[src/rtl/charger_regs_pkg.sv]
// Overview of operation
// - Three-bit field picks USB DC current limit, 0.3 A up to 3.04 A.
// - Retry timer bits 7:6: 2.0 s, 1.0 s, 0.5 s, 16 ms.
// - Startup loads charge-detect field 0b10 or 0b11 from the mode pin.
// - Charge-detect bits 5:4: 00/01 reserved, 10 is 2.4A, 11 is 1.0A.
// - Bit 3 set turns Type-C detection off, legacy Type-A only.
// - Advertisement bits 1:0: 0.5A, 1.5A, 3.0A, 11 gives 0.5A.
// - Writing 1 to force-error drives Type-C machine to error recovery.
// - Writing 1 to source-restart forces Type-C back to unattached source.
// - Force-error bit is write-only and always reads zero.
// - Source-restart bit is write-only and always reads zero.
// - Converter enable bit is ANDed with the buck enable pin and the config-done bit.
package charger_regs_pkg;
  localparam logic [7:0] off_current_limit = 8'h08;
  localparam logic [7:0] off_retry_setup   = 8'h0c;
  localparam logic [7:0] off_config_done   = 8'h10;
  localparam logic [7:0] off_sample_req    = 8'h14;
  localparam logic [7:0] off_state_req     = 8'h18;
  localparam logic [7:0] off_converter     = 8'h20;

  localparam int usb_current_limit_lsb       = 0;
  localparam int retry_lsb      = 6;
  localparam int cd_lsb         = 4;
  localparam int detect_dis_bit = 3;
  localparam int advert_lsb     = 0;
  localparam int configured_bit = 0;
  localparam int sample_bit     = 0;
  localparam int sample_rdy_bit = 1;
  localparam int force_err_bit  = 1;
  localparam int restart_bit    = 0;
  localparam int conv_en_bit    = 5;

  localparam logic [2:0] usb_current_limit_reset   = 3'h7;
  localparam logic [1:0] retry_reset  = 2'h3;
  localparam logic [1:0] advert_reset = 2'h1;
  localparam logic [1:0] cd_mode0     = 2'h2;
  localparam logic [1:0] cd_mode1     = 2'h3;
  localparam logic       conv_reset   = 1'b1;

  // Sample done after a fixed conversion time
  localparam int adc_time_ns  = 1000;
  localparam int clk_ns       = 8;
  localparam int adc_cycles   = adc_time_ns / clk_ns;
endpackage : charger_regs_pkg

[src/rtl/ahb_req_if.sv]
`timescale 1ns/1ns
interface ahb_req_if;
  logic        wr;
  logic        rd;
  logic [7:0]  addr;
  logic [7:0]  waddr;
  logic [31:0] wdata;
  logic [31:0] rdata;
  modport slave  (output wr, rd, addr, waddr, wdata, input rdata);
  modport regs   (input wr, rd, addr, waddr, wdata, output rdata);
endinterface : ahb_req_if

[src/rtl/ahb_lite_front.sv]
`timescale 1ns/1ns
module ahb_lite_front (
  // Clock and reset
  input  wire logic        hclk,
  input  wire logic        hresetn,
  // AHB-Lite
  input  wire logic        hsel,
  input  wire logic [31:0] haddr,
  input  wire logic [1:0]  htrans,
  input  wire logic        hwrite,
  input  wire logic [2:0]  hsize,
  input  wire logic [31:0] hwdata,
  input  wire logic        hready,
  // Register side
  ahb_req_if.slave         req
);
  logic       pend_wr_ff;
  logic [7:0] pend_addr_ff;
  wire        take = hsel & htrans[1] & hready;
  wire        ok   = (hsize == 3'h2) & (haddr[1:0] == 2'h0);

  always_ff @(posedge hclk or negedge hresetn) begin
    if (!hresetn) begin
      pend_wr_ff   <= 1'b0;
      pend_addr_ff <= 8'h00;
    end else begin
      pend_wr_ff   <= take & hwrite & ok;
      pend_addr_ff <= take ? haddr[7:0] : pend_addr_ff;
    end
  end

  assign req.wr    = pend_wr_ff;
  assign req.rd    = take & ~hwrite;
  assign req.addr  = haddr[7:0];
  assign req.waddr = pend_addr_ff;
  assign req.wdata = hwdata;
endmodule : ahb_lite_front

[src/rtl/charger_setup_request_regs.sv]
`timescale 1ns/1ns
module charger_setup_request_regs
  import charger_regs_pkg::*;
#(
  parameter int adc_cycles_p = adc_cycles
) (
  // Clock and reset
  input  wire logic        hclk,
  input  wire logic        hresetn,
  // AHB-Lite slave
  input  wire logic        hsel,
  input  wire logic [31:0] haddr,
  input  wire logic [1:0]  htrans,
  input  wire logic        hwrite,
  input  wire logic [2:0]  hsize,
  input  wire logic [31:0] hwdata,
  input  wire logic        hready,
  output logic      [31:0] hrdata,
  output logic             hreadyout,
  output logic             hresp,
  // Pins and device controls
  input  wire logic        dedicated_port_mode_pin,
  input  wire logic        buck_enable_pin,
  output logic      [2:0]  usb_current_limit,
  output logic      [1:0]  retry_timer_select,
  output logic      [1:0]  charge_detect_config,
  output logic             typec_detect_disable,
  output logic      [1:0]  source_current_advert,
  output logic             buck_run,
  output logic             force_error_request,
  output logic             source_restart_request,
  output logic             adc_start
);
  if (adc_cycles_p < 1 || adc_cycles_p > 65535) begin : g_bad_cycles
    $error("adc_cycles_p out of range");
  end

  ahb_req_if req ();

  ahb_lite_front u_front (
    .hclk    (hclk),
    .hresetn (hresetn),
    .hsel    (hsel),
    .haddr   (haddr),
    .htrans  (htrans),
    .hwrite  (hwrite),
    .hsize   (hsize),
    .hwdata  (hwdata),
    .hready  (hready),
    .req     (req)
  );

  typedef enum logic [1:0] {adc_idle, adc_busy} adc_state_t;

  logic [2:0]  usb_current_limit_ff;
  logic [1:0]  retry_ff;
  logic [1:0]  cd_ff;
  logic        dis_ff;
  logic [1:0]  adv_ff;
  logic        cfg_ff;
  logic        conv_ff;
  logic        smp_ff;
  logic        rdy_ff;
  logic        strap_done_ff;
  adc_state_t  adc_ff;
  logic [15:0] cnt_ff;
  logic [31:0] rdata_ff;
  logic        buck_ff;
  logic        ferr_ff;
  logic        srst_ff;
  logic        start_ff;
  logic        rdy_out_ff;
  logic        resp_ff;

  function automatic logic hit(input logic [7:0] a, input logic [7:0] o);
    hit = (a == o);
  endfunction : hit

  wire w_usb_current_limit  = req.wr & hit(req.waddr, off_current_limit);
  wire w_retry = req.wr & hit(req.waddr, off_retry_setup);
  wire w_cfg   = req.wr & hit(req.waddr, off_config_done);
  wire w_smp   = req.wr & hit(req.waddr, off_sample_req);
  wire w_state = req.wr & hit(req.waddr, off_state_req);
  wire w_conv  = req.wr & hit(req.waddr, off_converter);
  wire [31:0] d = req.wdata;
  wire smp_go  = w_smp & d[sample_bit];
  wire cnt_end = (cnt_ff == 16'(adc_cycles_p - 1));

  // Read mux
  logic [31:0] rmux;
  always_comb begin
    rmux = 32'h0;
    case (req.addr)
      off_current_limit: rmux[usb_current_limit_lsb +: 3] = usb_current_limit_ff;
      off_retry_setup: begin
        rmux[retry_lsb +: 2]    = retry_ff;
        rmux[cd_lsb +: 2]       = cd_ff;
        rmux[detect_dis_bit]    = dis_ff;
        rmux[advert_lsb +: 2]   = adv_ff;
      end
      off_config_done: rmux[configured_bit] = cfg_ff;
      off_sample_req: begin
        rmux[sample_bit]     = smp_ff;
        rmux[sample_rdy_bit] = rdy_ff;
      end
      off_state_req: rmux = 32'h0;
      off_converter: rmux[conv_en_bit] = conv_ff;
      default: rmux = 32'h0;
    endcase
  end

  always_ff @(posedge hclk or negedge hresetn) begin
    if (!hresetn) begin
      usb_current_limit_ff  <= usb_current_limit_reset;
      retry_ff <= retry_reset;
      cd_ff    <= cd_mode0;
      dis_ff   <= 1'b0;
      adv_ff   <= advert_reset;
      cfg_ff   <= 1'b0;
      conv_ff  <= conv_reset;
      strap_done_ff <= 1'b0;
    end else begin
      strap_done_ff <= 1'b1;
      if (!strap_done_ff)
        cd_ff <= dedicated_port_mode_pin ? cd_mode1 : cd_mode0;
      else if (w_retry)
        cd_ff <= d[cd_lsb +: 2];
      if (w_usb_current_limit)
        usb_current_limit_ff <= d[usb_current_limit_lsb +: 3];
      if (w_retry) begin
        retry_ff <= d[retry_lsb +: 2];
        dis_ff   <= d[detect_dis_bit];
        adv_ff   <= d[advert_lsb +: 2];
      end
      if (w_cfg)
        cfg_ff <= d[configured_bit];
      if (w_conv)
        conv_ff <= d[conv_en_bit];
    end
  end

  // Sample request and conversion timer
  always_ff @(posedge hclk or negedge hresetn) begin
    if (!hresetn) begin
      adc_ff   <= adc_idle;
      cnt_ff   <= 16'h0;
      smp_ff   <= 1'b0;
      rdy_ff   <= 1'b0;
      start_ff <= 1'b0;
    end else begin
      start_ff <= smp_go & (adc_ff == adc_idle);
      case (adc_ff)
        adc_idle: begin
          cnt_ff <= 16'h0;
          if (smp_go) begin
            adc_ff <= adc_busy;
            smp_ff <= 1'b1;
            rdy_ff <= 1'b0;
          end
        end
        adc_busy: begin
          cnt_ff <= cnt_ff + 16'h1;
          if (cnt_end) begin
            adc_ff <= adc_idle;
            smp_ff <= 1'b0;
            rdy_ff <= 1'b1;
          end
        end
        default: adc_ff <= adc_idle;
      endcase
    end
  end

  // Outputs and request pulses
  always_ff @(posedge hclk or negedge hresetn) begin
    if (!hresetn) begin
      rdata_ff   <= 32'h0;
      buck_ff    <= 1'b0;
      ferr_ff    <= 1'b0;
      srst_ff    <= 1'b0;
      rdy_out_ff <= 1'b1;
      resp_ff    <= 1'b0;
    end else begin
      rdy_out_ff <= 1'b1;
      resp_ff    <= 1'b0;
      rdata_ff <= req.rd ? rmux : rdata_ff;
      buck_ff  <= conv_ff & buck_enable_pin & cfg_ff;
      ferr_ff  <= w_state & d[force_err_bit];
      srst_ff  <= w_state & d[restart_bit];
    end
  end

  assign req.rdata             = rmux;
  assign hrdata                = rdata_ff;
  assign hreadyout             = rdy_out_ff;
  assign hresp                 = resp_ff;
  assign usb_current_limit     = usb_current_limit_ff;
  assign retry_timer_select    = retry_ff;
  assign charge_detect_config  = cd_ff;
  assign typec_detect_disable  = dis_ff;
  assign source_current_advert = adv_ff;
  assign buck_run              = buck_ff;
  assign force_error_request   = ferr_ff;
  assign source_restart_request = srst_ff;
  assign adc_start             = start_ff;
endmodule : charger_setup_request_regs
[config.mk]
export PLATFORM = sky130hd
export DESIGN_NAME = charger_setup_request_regs
export DESIGN_NICKNAME = d
export VERILOG_FILES = /design/src/rtl/charger_regs_pkg.sv /design/src/rtl/ahb_req_if.sv /design/src/rtl/ahb_lite_front.sv /design/src/rtl/charger_setup_request_regs.sv
export SDC_FILE = /design/constraint.sdc
export NUM_CORES = 1
export LEC_CHECK = 0
export CORE_ASPECT_RATIO = 1.25
export CORE_MARGIN = 3
export CORE_UTILIZATION = 55
export CTS_CLUSTER_SIZE = 14
export DETAILED_ROUTE_END_ITERATION = 8
export DONT_BUFFER_PORTS = 1
export PLACE_DENSITY = 0.7
export SETUP_SLACK_MARGIN = 0.1
export SLEW_MARGIN = 20
export SYNTH_ARGS = -nofsm -noshare
export SYNTH_HDL_FRONTEND = slang
export SYNTH_SLANG_ARGS = --single-unit
[constraint.sdc]
create_clock -name hclk -period 2.3 [get_ports hclk]
set_clock_uncertainty 0.1 [all_clocks]
set_input_delay 0.46 -clock hclk [delete_from_list [all_inputs] [get_ports hclk]]
set_output_delay 0.46 -clock hclk [all_outputs]
set_load 0.01 [all_outputs]
# --- Word-level counts from Yosys, hierarchy flattened ---
# Cells that the tools add are included.
# W data, S select, Z words.
word_totals:
  out_inout_bits: 48
  inputBits: 76
  regBits: 54
  elab_cells: 80
op_classes:
  eq_ne: 17
  n_bitwise: 19
  n_reduce_logical: 5
  add_sub_neg: 1
  mux: 19
ops:
  columns: ["cell", "count"]
  rows:
  - ["$eq A8 B5 Y1 const B", 5]
  - ["$eq A8 B4 Y1 const B", 4]
  - ["$pmux W16 S2", 1]
  - ["$and A1 B1 Y1", 18]
  - ["$add A16 B1 Y16 const B", 1]
  - ["$eq A16 B7 Y1 const B", 1]
  - ["$eq A8 B6 Y1 const B", 2]
  - ["$mux W2", 6]
  - ["$mux W1", 6]
  - ["$pmux W1 S2", 3]
  - ["$logic_not A2 Y1", 2]
  - ["$ne A2 B2 Y1 const B", 2]
  - ["$pmux W1 S4", 1]
  - ["$pmux W2 S2", 1]
  - ["$eq A3 B2 Y1 const B", 1]
  - ["$pmux W1 S3", 1]
  - ["$reduce_and A3 Y1", 1]
  - ["$eq A2 B1 Y1 const B", 1]
  - ["$ne A2 B1 Y1 const B", 1]
  - ["$reduce_and A2 Y1", 1]
  - ["$reduce_bool A2 Y1", 1]
  - ["$not A1 Y1", 1]

# --- Logic depth before layout (Yosys ltp) ---
# Gate-level depths: netlist of run 1.
depth:
  ltp_word: 5
  ltp_mapped: 5
  mapped_depth_nobuf: 5

# --- Cells and area by module ---
# Synthesis of run 1 repeated with hierarchy kept, for this count alone.
hier_totals:
  cells_unflattened: 273
  area_unflattened_um2: 2907.8
by_module_without_submodules:
  columns: ["mod", "seq_area_each_um2", "n_inst", "area_each_um2", "cells_each"]
  rows:
  - ["charger_setup_request_regs", 1086.0, 1, 2253.4, 212]
  - ["ahb_lite_front", 225.2, 1, 654.4, 61]

# --- Worst setup path before layout of run 1 ---
# No wires, ideal clock.
synth_timing:
  kind: "reg2reg"
  start: "reg cnt_ff[0]"
  end: "reg cnt_ff[12]"
  stages_incl_launch_ff: 5
  period_less_slack_ns: 1.606
  setup_time_ns: 0.078
  n_path_buf: 0
  t_required_ns: 2.122
  setup_slack_ns: 0.694
  arrival_time_ns: 1.428
  path_cell_list: "dfrtp_1 ha_1 nand4_4 or4_1 a21oi_1"
synth_via:
  elab_chain_cells: 2
synth_rtl:
  columns: ["item", "line_no", "source"]
  rows:
  - ["from (decl)", "charger_setup_request_regs.sv:66", "logic [15:0] cnt_ff;"]
  - ["from (signal assigned)", "charger_setup_request_regs.sv:162", "cnt_ff <= cnt_ff + 16'h1;"]
  - ["$add A16 B1 Y16", "charger_setup_request_regs.sv:162", null]
  - ["$pmux W16 S2", "charger_setup_request_regs.sv:152", "case (adc_ff)"]
# No other way between the ends.
# A chain may end at the register's enable or synchronous reset.

# --- Worst setup path after layout of run 1 ---
layout_timing:
  start: "reg u_front.pend_addr_ff[4], in the netlist u_front.req.waddr[4]"
  end: "reg dis_ff, in the netlist typec_detect_disable"
layout_via:
  elab_chain_cells: 2
layout_rtl:
  columns: ["item", "line_no", "source"]
  rows:
  - ["from (decl)", "ahb_lite_front.sv:18", "logic [7:0] pend_addr_ff;"]
  - ["from (signal assigned)", "ahb_lite_front.sv:28", "pend_addr_ff <= take ? haddr[7:0] : pend_addr_ff;"]
  - ["$eq A8 B4 Y1", "charger_setup_request_regs.sv:76", "hit = (a == o);"]
  - ["$and A1 B1 Y1", "charger_setup_request_regs.sv:80", "wire w_retry = req.wr & hit(req.waddr, off_retry_setup);"]
  - ["to (signal assigned)", "charger_setup_request_regs.sv:132", "dis_ff <= d[detect_dis_bit];"]
  - ["to (decl)", "charger_setup_request_regs.sv:58", "logic dis_ff;"]
# No other way between the ends.

==> results.json, run 1 <==
{
  "cts_made_buffers": 5,
  "postRouteAntennaNets": 0,
  "placed_area_um2": 2610,
  "path_delay_family": "simple AND/OR/NAND/NOR gates",
  "p_per_area_nw_per_um2": 638,
  "synth_area_per_cell_um2": 11.2,
  "dr.pass1.iters": 4,
  "num_vias": 1723,
  "dieArea_um2": 5650,
  "vias_per_cell": 5.72,
  "synth_edf_count": 0,
  "grt_setup_unrepaired": "false",
  "cts_tree": "done",
  "cts_setup_buffers": 0,
  "fp.dieH_um": 83.3,
  "cts_resized": 0,
  "power_w": 0.00175,
  "max_stage_delay_ps": 450,
  "start_util_pct": 58.5,
  "outcome": "completed",
  "min_path_type": "input port to flip-flop",
  "nNetsFinal": 320,
  "end_kind": "flip-flop",
  "dieWidth_um": 67.9,
  "area_delta_synth_final_pct": 4.57,
  "clockBufferDepth": 2,
  "crit_path_max_fanout": 5,
  "worst_ep_required_time_ps": 2390,
  "routabilityCongestion": 0.792,
  "clock-sinks": 52,
  "grt_pass1_vias": 1738,
  "cp_slowest_cell": "or3_1",
  "maxSlewViolCount": 0,
  "port_buffers": 0,
  "grt_overflow_total": 0,
  "synthesis.area_um2": 2630,
  "synth_cell_types": 46,
  "synthArstFlopShare_pct": 100,
  "antenna_cells": 0,
  "h-tree-depth": 2,
  "drive_gt1_share_pct": 18.9,
  "cp_cell_sequence": "or3_1 > nor3_4 > mux2_2",
  "ys.flop_type": "dfrtp_1",
  "setup_viol": 0,
  "io-pin-count": 124,
  "cp.buffers_inverters": 0,
  "fin_crit_sh_pct": 77.9,
  "wirelength_mm": 5.18,
  "antenna_found_initial": 0,
  "routedWlPerCell_um": 17.2,
  "rr_startpoint": "u_front.req.waddr[4]$_DFFE_PN0N_",
  "ys_ff_latch": 52,
  "ir_worst_vdd_uv": 383,
  "finalHoldViolations": 0,
  "grt_start_max_net_pins": 53,
  "clkTransAtPathRegs_ps": 90,
  "fmax_mhz": 558,
  "p_leak_nw": 1.17,
  "worst_slew_pin_slew_ps": 516,
  "synth_top_area_cell": "dfrtp_1",
  "postSynthCellCount": 235,
  "start_kind": "flip-flop",
  "yosys-top-cells-count": "dfrtp_1, buf_4, mux2_2",
  "grt_util_all_layers_pct": 19.9,
  "hp-start": "hsize[0]",
  "yosysMostFrequentCell": "dfrtp_1",
  "drc_errors": 0,
  "grt_first_pass_wirelength_mm": 8.61,
  "synth-seq-area-share_pct": 49.9,
  "critPathKind": "flip-flop to flip-flop",
  "dp_hpwl_mm": 3.76,
  "cts_root_buffer": "clkbuf_8",
  "clkLatencyLatePin_ps": 300,
  "drt_iter0_markers": 131,
  "arrival_ps": 1880,
  "finish.instance_area_um2": 2750,
  "yosys_warnings": 0,
  "timing.setup.tns_ps": 0,
  "startpoint": "u_front.req.waddr[4]$_DFFE_PN0N_",
  "slew_headroom_pct": 65.5,
  "synth_area_leaders": "dfrtp_1, mux2_2, dfstp_2",
  "coreArea_um2": 4490,
  "maxCapViolations": 0,
  "period_minus_slack_ps": 1790,
  "fillers": 393,
  "rows": 27,
  "yosysTopAreaCellShare_pct": 41.9
}
area by class of cell:
cell class / count / area, um2 / share of cell area (%)
flip-flops and latches: 52 / 1310 / 47.7
multi-input cells: 172 / 1180 / 42.9
clock buffers: 6 / 72.6 / 2.64
well taps: 58 / 72.6 / 2.64
repair buffers: 4 / 52.6 / 1.91
clock inverters: 2 / 35.0 / 1.27
inverters: 7 / 26.3 / 0.955
placed cells by master (no fill, tap or decap), drive strengths merged, types with 7 or more instances in the layout:
cell type,n
mux2,21
inv,7
nor2,9
dfstp,8
a21oi,8
nand3,9
dfrtp,44
o21ai,8
nand2,11
conb,27
state kept, by name (all words and copies together), names as in the netlist, 2 cells and up:
name,cells
hrdata,8
u_front.req.waddr,8
source_current_advert,2
cnt_ff,16
usb_current_limit,3
charge_detect_config,2
retry_timer_select,2
cell families (layout without fill, tap and decap cells):
| group | after synthesis | count (layout) | share of synthesized area [%] |
|---|---|---|---|
| compound gates | 34 | 34 | 8.37 |
| xor+xnor | 3 | 3 | 0.999 |
| fa+ha+maj | 2 | 2 | 0.951 |
| buf+inv | 36 | 19 | 8.85 |
| flops | 52 | 52 | 49.9 |
| mux | 24 | 24 | 10.1 |
| other cells | 2 | 27 | 0.286 |
| simple gates | 82 | 82 | 20.6 |
worst paths after layout:
| path | slack, ps | depth (start not counted) | to |
|---|---|---|---|
| max | 510 | 3 | typec_detect_disable$_DFFE_PN0P_ |
| min reg2reg | 390 | 1 | charge_detect_config[1]$_DFFE_PN1P_ |
| min | 110 | 1 | u_front.req.wr$_DFF_PN0_ |
| min in group asynchronous | 590 | 2 | cnt_ff[6]$_DFF_PN0_ |
| max in group asynchronous | 1220 | 2 | usb_current_limit[1]$_DFFE_PN1P_ |
| max reg2reg | 510 | 3 | typec_detect_disable$_DFFE_PN0P_ |
routing by layer:
layer | vias to the layer above | share of wire [%] | global-route usage [%]
met5 | - | 0 | 0
met4 | 0 | 0.87 | 5.42
met3 | 4 | 5.5 | 6.22
met2 | 42 | 54 | 32.5
met1 | 855 | 39 | 25.1
li1 | 822 | - | -
stage by stage:
step | utilization, % | cells | hold slack [ps] | setup slack (ps)
finish | 61.2 | 301 | 114 | 508
global route | 61.2 | 301 | 96.4 | 404
global placement | 58.0 | 291 | 66.2 | 549
CTS | 61.2 | 301 | 108 | 501
detailed placement | 58.0 | 291 | 66.6 | 512
floorplan | - | 260 | 64.4 | 694
where the power goes:
part	internal (W)	total (W)	switching, W
registers	0.000955	0.00100	0.0000480
clock network	0.000323	0.000619	0.000295
logic	0.0000577	0.000132	0.0000744
total	0.00134	0.00175	0.000418
repair_timing:
action,4_1_cts,5_1_grt
hold buffers,2,0
endpoints found under the hold margin,52,0
setup endpoints to repair,0,0
No activity file was read; power rests on OpenSTA's default activity.
==> run 2: changes to the inputs <==
--- a/config.mk
+++ b/config.mk
@@ -5,13 +5,14 @@
 export SDC_FILE = /design/constraint.sdc
 export NUM_CORES = 1
 export LEC_CHECK = 0
+export ABC_AREA = 1
 export CORE_ASPECT_RATIO = 1.25
 export CORE_MARGIN = 3
 export CORE_UTILIZATION = 55
 export CTS_CLUSTER_SIZE = 14
 export DETAILED_ROUTE_END_ITERATION = 8
 export DONT_BUFFER_PORTS = 1
-export PLACE_DENSITY = 0.7
+export PLACE_DENSITY = 0.73
 export SETUP_SLACK_MARGIN = 0.1
 export SLEW_MARGIN = 20
 export SYNTH_ARGS = -nofsm -noshare
==> constraint.sdc (replaced) <==
create_clock -name hclk -period 1.6 [get_ports hclk]
set_clock_uncertainty 0.1 [all_clocks]
set_input_delay 0.32 -clock hclk [delete_from_list [all_inputs] [get_ports hclk]]
set_output_delay 0.32 -clock hclk [all_outputs]
set_load 0.01 [all_outputs]
==> results.json, run 2 <==
{
  "end_kind": "flip-flop",
  "crit_path_max_fanout": 4,
  "maxSlewViolCount": 0,
  "wirelength_mm": 5.18,
  "setup_viol": 0,
  "synth_area_leaders": "dfrtp_1, nand2_1, dfstp_2",
  "fin_crit_sh_pct": 88.0,
  "synth_cell_types": 35,
  "drc_errors": 0,
  "p_leak_nw": 1.43,
  "top_register": "cnt_ff",
  "synth_top_area_cell": "dfrtp_1",
  "fp.dieH_um": 84.4,
  "worst_ep_required_time_ps": 1700,
  "h-tree-depth": 2,
  "yosysMostFrequentCell": "nand2_1",
  "cts_tree": "done",
  "nNetsFinal": 410,
  "grt_util_all_layers_pct": 19.7,
  "postSynthCellCount": 324,
  "drive_gt1_share_pct": 15.0,
  "ys.flop_type": "dfrtp_1",
  "critPathKind": "flip-flop to flip-flop",
  "dr.pass1.iters": 4,
  "reg2reg_to": "cnt_ff[14]$_DFF_PN0_",
  "r2r_cells": 8,
  "yosys-top-cells-count": "nand2_1, dfrtp_1, inv_1",
  "cp_cell_sequence": "ha_2 > nand2_2 > nor2_4 > nand2_2 > nor2_4 > nand2_2 > nor3_2 > nor2_1",
  "p_per_area_nw_per_um2": 817,
  "area_delta_synth_final_pct": 3.05,
  "arrival_ps": 1510,
  "clkLatencyLatePin_ps": 300,
  "clkTransAtPathRegs_ps": 90,
  "outcome": "finished with violations",
  "final_cell_mix": "nand2_1, dfrtp_1, inv_1, nor2_1, conb_1",
  "yosysTopAreaCellShare_pct": 40.7,
  "holdWs_ps": -397,
  "placed_area_um2": 2680,
  "rows": 27,
  "num_vias": 1939,
  "antenna_cells": 0,
  "min_path_type": "input port to async pin",
  "grt_start_max_net_pins": 53,
  "start_util_pct": 59.3,
  "grt_first_pass_wirelength_mm": 8.78,
  "start_kind": "flip-flop",
  "multi_input_area_um2": 1130,
  "final_common_cell": "nand2_1",
  "grt_pass1_vias": 1936,
  "synth_edf_count": 0,
  "synth_area_per_cell_um2": 8.35,
  "seqCellArea_um2": 1310,
  "ys_ff_latch": 52,
  "timing.setup.tns_ps": 0,
  "path_delay_family": "simple AND/OR/NAND/NOR gates",
  "synth-seq-area-share_pct": 48.5,
  "rr_startpoint": "cnt_ff[0]$_DFF_PN0_",
  "clock-sinks": 52,
  "synthesis.area_um2": 2700,
  "port_buffers": 0,
  "fillers": 408,
  "cts_made_buffers": 5,
  "finish.instance_area_um2": 2790,
  "dieWidth_um": 68.7,
  "grt_overflow_total": 0,
  "drt_iter0_markers": 92,
  "period_minus_slack_ps": 1410,
  "violations": "hold timing",
  "synthArstFlopShare_pct": 100,
  "dieArea_um2": 5800,
  "grt_setup_unrepaired": "true",
  "cp_common_cell": "nand2_2",
  "maxCapViolations": 0,
  "postRouteAntennaNets": 0,
  "clockBufferDepth": 2,
  "ir_worst_vdd_uv": 565,
  "max_stage_delay_ps": 390,
  "vias_per_cell": 4.96,
  "antenna_found_initial": 0,
  "r2r_slack_ps": 190,
  "io-pin-count": 124,
  "dp_hpwl_mm": 3.99,
  "finalHoldViolations": 52,
  "cts_root_buffer": "clkbuf_8",
  "cp.buffers_inverters": 0,
  "fmax_mhz": 710,
  "yosys_warnings": 0,
  "cp_slowest_cell": "dfrtp_1",
  "largest_reg_flops": 16,
  "routabilityCongestion": 0.778,
  "coreArea_um2": 4560,
  "routedWlPerCell_um": 13.2
}
run 2: timing repair:
item                                    4_1_cts  5_1_grt
endpoints found under the setup margin        0        4
endpoints found under the hold margin        52       52
gates resized for setup                       0        4
buffers inserted                              0        2
run 2: power breakdown:
group | switching [W] | internal (W) | total (W) | leakage, nW
combinational | 0.000122 | 0.0000449 | 0.000167 | 0.750
clock | 0.000403 | 0.000308 | 0.000711 | 0.0422
sequential | 0.0000387 | 0.00136 | 0.00140 | 0.641
total | 0.000564 | 0.00171 | 0.00228 | 1.43
run 2: cell families (layout without fill, tap and decap cells):
kind of cell	Yosys count	in the layout	synth area share, %
AND/OR/NAND/NOR	153	153	27.4
AO/OA/AOI/OAI	42	42	8.42
flip-flops	52	52	48.5
buffers and inverters	71	55	13.8
XOR/XNOR	2	2	0.648
adder cells (fa/ha/maj)	2	2	0.925
other	2	27	0.278
run 2: per-stage QoR:
step | worst slack, ps | total power, W | util, % | hold WS (ps) | cells
2_1_floorplan | 280 | 0.00160 | - | -75.6 | 349
3_3_place_gp | 174 | 0.00158 | 58.7 | -73.7 | 381
3_5_place_dp | 137 | 0.00159 | 58.7 | -74.0 | 381
4_1_cts | 129 | 0.00230 | 60.5 | -411 | 389
5_1_grt | 61.1 | 0.00240 | 61.1 | -427 | 391
6_report | 192 | 0.00228 | 61.1 | -397 | 391
run 2: per-layer routing:
metal	share of wire [%]	vias up	track usage (%)
li1	-	992	-
met1	41	901	25.1
met2	53	41	32.7
met3	5.0	5	5.35
met4	1.1	0	4.96
met5	0	-	0
run 2: cell type report:
type / instances / share of cell area [%]
clock buffers: 7 / 2.74
clock inverters: 1 / 0.180
inverters: 42 / 5.66
multi-input cells: 226 / 40.4
flip-flops and latches: 52 / 47.1
well taps: 58 / 2.60
repair buffers: 5 / 1.35
run 2: how the worst max path moves through the flow:
stage	slack [ps]	start	depth (start not counted)	end
2_1_floorplan	280	cnt_ff[0]$_DFF_PN0_	8	cnt_ff[14]$_DFF_PN0_
3_3_place_gp	170	cnt_ff[0]$_DFF_PN0_	8	cnt_ff[14]$_DFF_PN0_
3_5_place_dp	140	cnt_ff[0]$_DFF_PN0_	8	cnt_ff[14]$_DFF_PN0_
4_1_cts	130	cnt_ff[0]$_DFF_PN0_	6	cnt_ff[12]$_DFF_PN0_
5_1_grt	60	cnt_ff[0]$_DFF_PN0_	8	cnt_ff[14]$_DFF_PN0_
6_report	190	cnt_ff[0]$_DFF_PN0_	8	cnt_ff[14]$_DFF_PN0_
==> run 3: changes to the inputs <==
==> constraint.sdc (replaced) <==
create_clock -name hclk -period 1.19 [get_ports hclk]
set_clock_uncertainty 0.1 [all_clocks]
set_input_delay 0.238 -clock hclk [delete_from_list [all_inputs] [get_ports hclk]]
set_output_delay 0.238 -clock hclk [all_outputs]
set_load 0.01 [all_outputs]
==> results.json, run 3 (same netlist as run 2, synthesis figures left out) <==
{
  "fp.dieH_um": 84.4,
  "placed_area_um2": 2900,
  "drive_gt1_share_pct": 32.0,
  "grt_pass1_vias": 2140,
  "clkTransAtPathRegs_ps": 100,
  "grt_util_all_layers_pct": 21.3,
  "routabilityCongestion": 0.803,
  "final_util_pct": 75.0,
  "p_per_area_nw_per_um2": 995,
  "arrival_ps": 1570,
  "h-tree-depth": 2,
  "dr.max_layer_used": "met4",
  "r2r_slack_ps": -230,
  "fin_cells": 436,
  "ctsHoldBuffers": 12,
  "nNetsFinal": 455,
  "dp_hpwl_mm": 4.12,
  "worst_ep_required_time_ps": 1340,
  "multi_input_area_um2": 1310,
  "wl_met2_mm": 3.34,
  "critPathKind": "flip-flop to flip-flop",
  "setup_viol": 35,
  "finalHoldViolations": 52,
  "outcome": "finished with violations",
  "maxCapViolations": 0,
  "routedWlPerCell_um": 13.6,
  "crit_path_max_fanout": 3,
  "cts_tree": "done",
  "cts_root_buffer": "clkbuf_8",
  "grt_overflow_total": 0,
  "port_buffers": 0,
  "top_register": "cnt_ff",
  "clock-sinks": 52,
  "rr_startpoint": "cnt_ff[0]$_DFF_PN0_",
  "seqCellArea_um2": 1310,
  "start_kind": "flip-flop",
  "reg2reg_to": "cnt_ff[4]$_DFF_PN0_",
  "clkLatencyLatePin_ps": 310,
  "violations": "hold timing, setup timing",
  "period_minus_slack_ps": 1420,
  "grt_start_max_net_pins": 53,
  "grt_setup_unrepaired": "true",
  "antenna_found_initial": 0,
  "wl_met3_um": 295,
  "num_vias": 2160,
  "end_kind": "flip-flop",
  "antenna_cells": 0,
  "fin_crit_sh_pct": 119,
  "dr.pass1.iters": 4,
  "power_w": 0.00340,
  "area_delta_synth_final_pct": 26.5,
  "setup_slack_ps": -230,
  "cts_made_buffers": 5,
  "r2r_cells": 8,
  "fmax_mhz": 704,
  "vias_per_cell": 4.95,
  "dieWidth_um": 68.7,
  "maxSlewViolCount": 0,
  "largest_reg_flops": 16,
  "clockBufferDepth": 2,
  "start_util_pct": 59.3,
  "rows": 27,
  "dieArea_um2": 5800,
  "finish.instance_area_um2": 3420,
  "grt_first_pass_wirelength_mm": 9.40,
  "dpl.cell_count": 405,
  "drt_iter0_markers": 92,
  "wl_met1_mm": 2.24,
  "p_leak_nw": 1.72,
  "fillers": 354,
  "min_path_type": "input port to async pin",
  "ir_worst_vdd_uv": 727,
  "holdWs_ps": -485,
  "drc_errors": 0,
  "io-pin-count": 124,
  "final_common_cell": "nand2_1",
  "final_cell_mix": "nand2_1, dfrtp_1, inv_1, conb_1, buf_4",
  "wirelength_mm": 5.94,
  "coreArea_um2": 4560,
  "postRouteAntennaNets": 0
}
[run 3: cell types whose count changed in the layout (fill, tap and decap cells not counted), sizes merged]
| cell | change |
|---|---|
| buf | +32 |
| clkinv | -1 |
| dlygate4sd3 | +12 |
| clkinvlp | +1 |
| clkbuf | +1 |
[run 3: timing repair]
| action | CTS | global route |
|---|---|---|
| setup buffers | 5 | 5 |
| cloned | 0 | 1 |
| gates resized for setup | 31 | 30 |
| pin swaps | 13 | 21 |
| hold endpoints to repair | 63 | 52 |
| setup endpoints to repair | 39 | 53 |
[run 3: how the worst max path moves through the flow]
stage | startpoint | end | slack [ps] | cells past startpoint
CTS | cnt_ff[0]$_DFF_PN0_ | cnt_ff[14]$_DFF_PN0_ | -210 | 8
global route | cnt_ff[1]$_DFF_PN0_ | cnt_ff[14]$_DFF_PN0_ | -300 | 8
finish | cnt_ff[0]$_DFF_PN0_ | cnt_ff[4]$_DFF_PN0_ | -230 | 8
global placement | cnt_ff[0]$_DFF_PN0_ | cnt_ff[14]$_DFF_PN0_ | -180 | 8
floorplan | cnt_ff[0]$_DFF_PN0_ | cnt_ff[14]$_DFF_PN0_ | -130 | 8
detailed placement | cnt_ff[0]$_DFF_PN0_ | cnt_ff[14]$_DFF_PN0_ | -230 | 8
[run 3: final cells by class]
class	instances	share of cell area, %
multi-input combinational	226	38.2
clock inverter	1	0.220
timing repair buffer	50	13.8
tap	58	2.12
clock buffer	7	2.52
inverter	42	4.72
sequential	52	38.4
[run 3: per-stage QoR]
stage                     TNS [ps]  setup WS, ps
after floorplan               -421          -130
after global placement       -2310          -183
after detailed placement     -3160          -227
after CTS                    -3430          -205
after global routing         -6500          -302
final                        -3870          -230
[run 3: critical path: stages, from the launching register on]
cell     delay (ps)
dfrtp_1         400
ha_2            210
nand2_4          90
nor2_4           40
buf_4           130
buf_6           100
buf_6           100
nor2_2           60
o21a_1          130
[run 3: report_power, final]
part | internal [W] | switching, W | leakage, nW
registers | 0.00183 | 0.0000637 | 0.641
logic | 0.000203 | 0.000260 | 1.04
clock network | 0.000474 | 0.000575 | 0.0445
[run 3: per-layer routing]
metal / track usage (%) / up-vias
li1: - / 1079
met1: 24.3 / 1025
met2: 37.0 / 49
met3: 5.89 / 7
met4: 7.62 / 0
met5: 0 / -
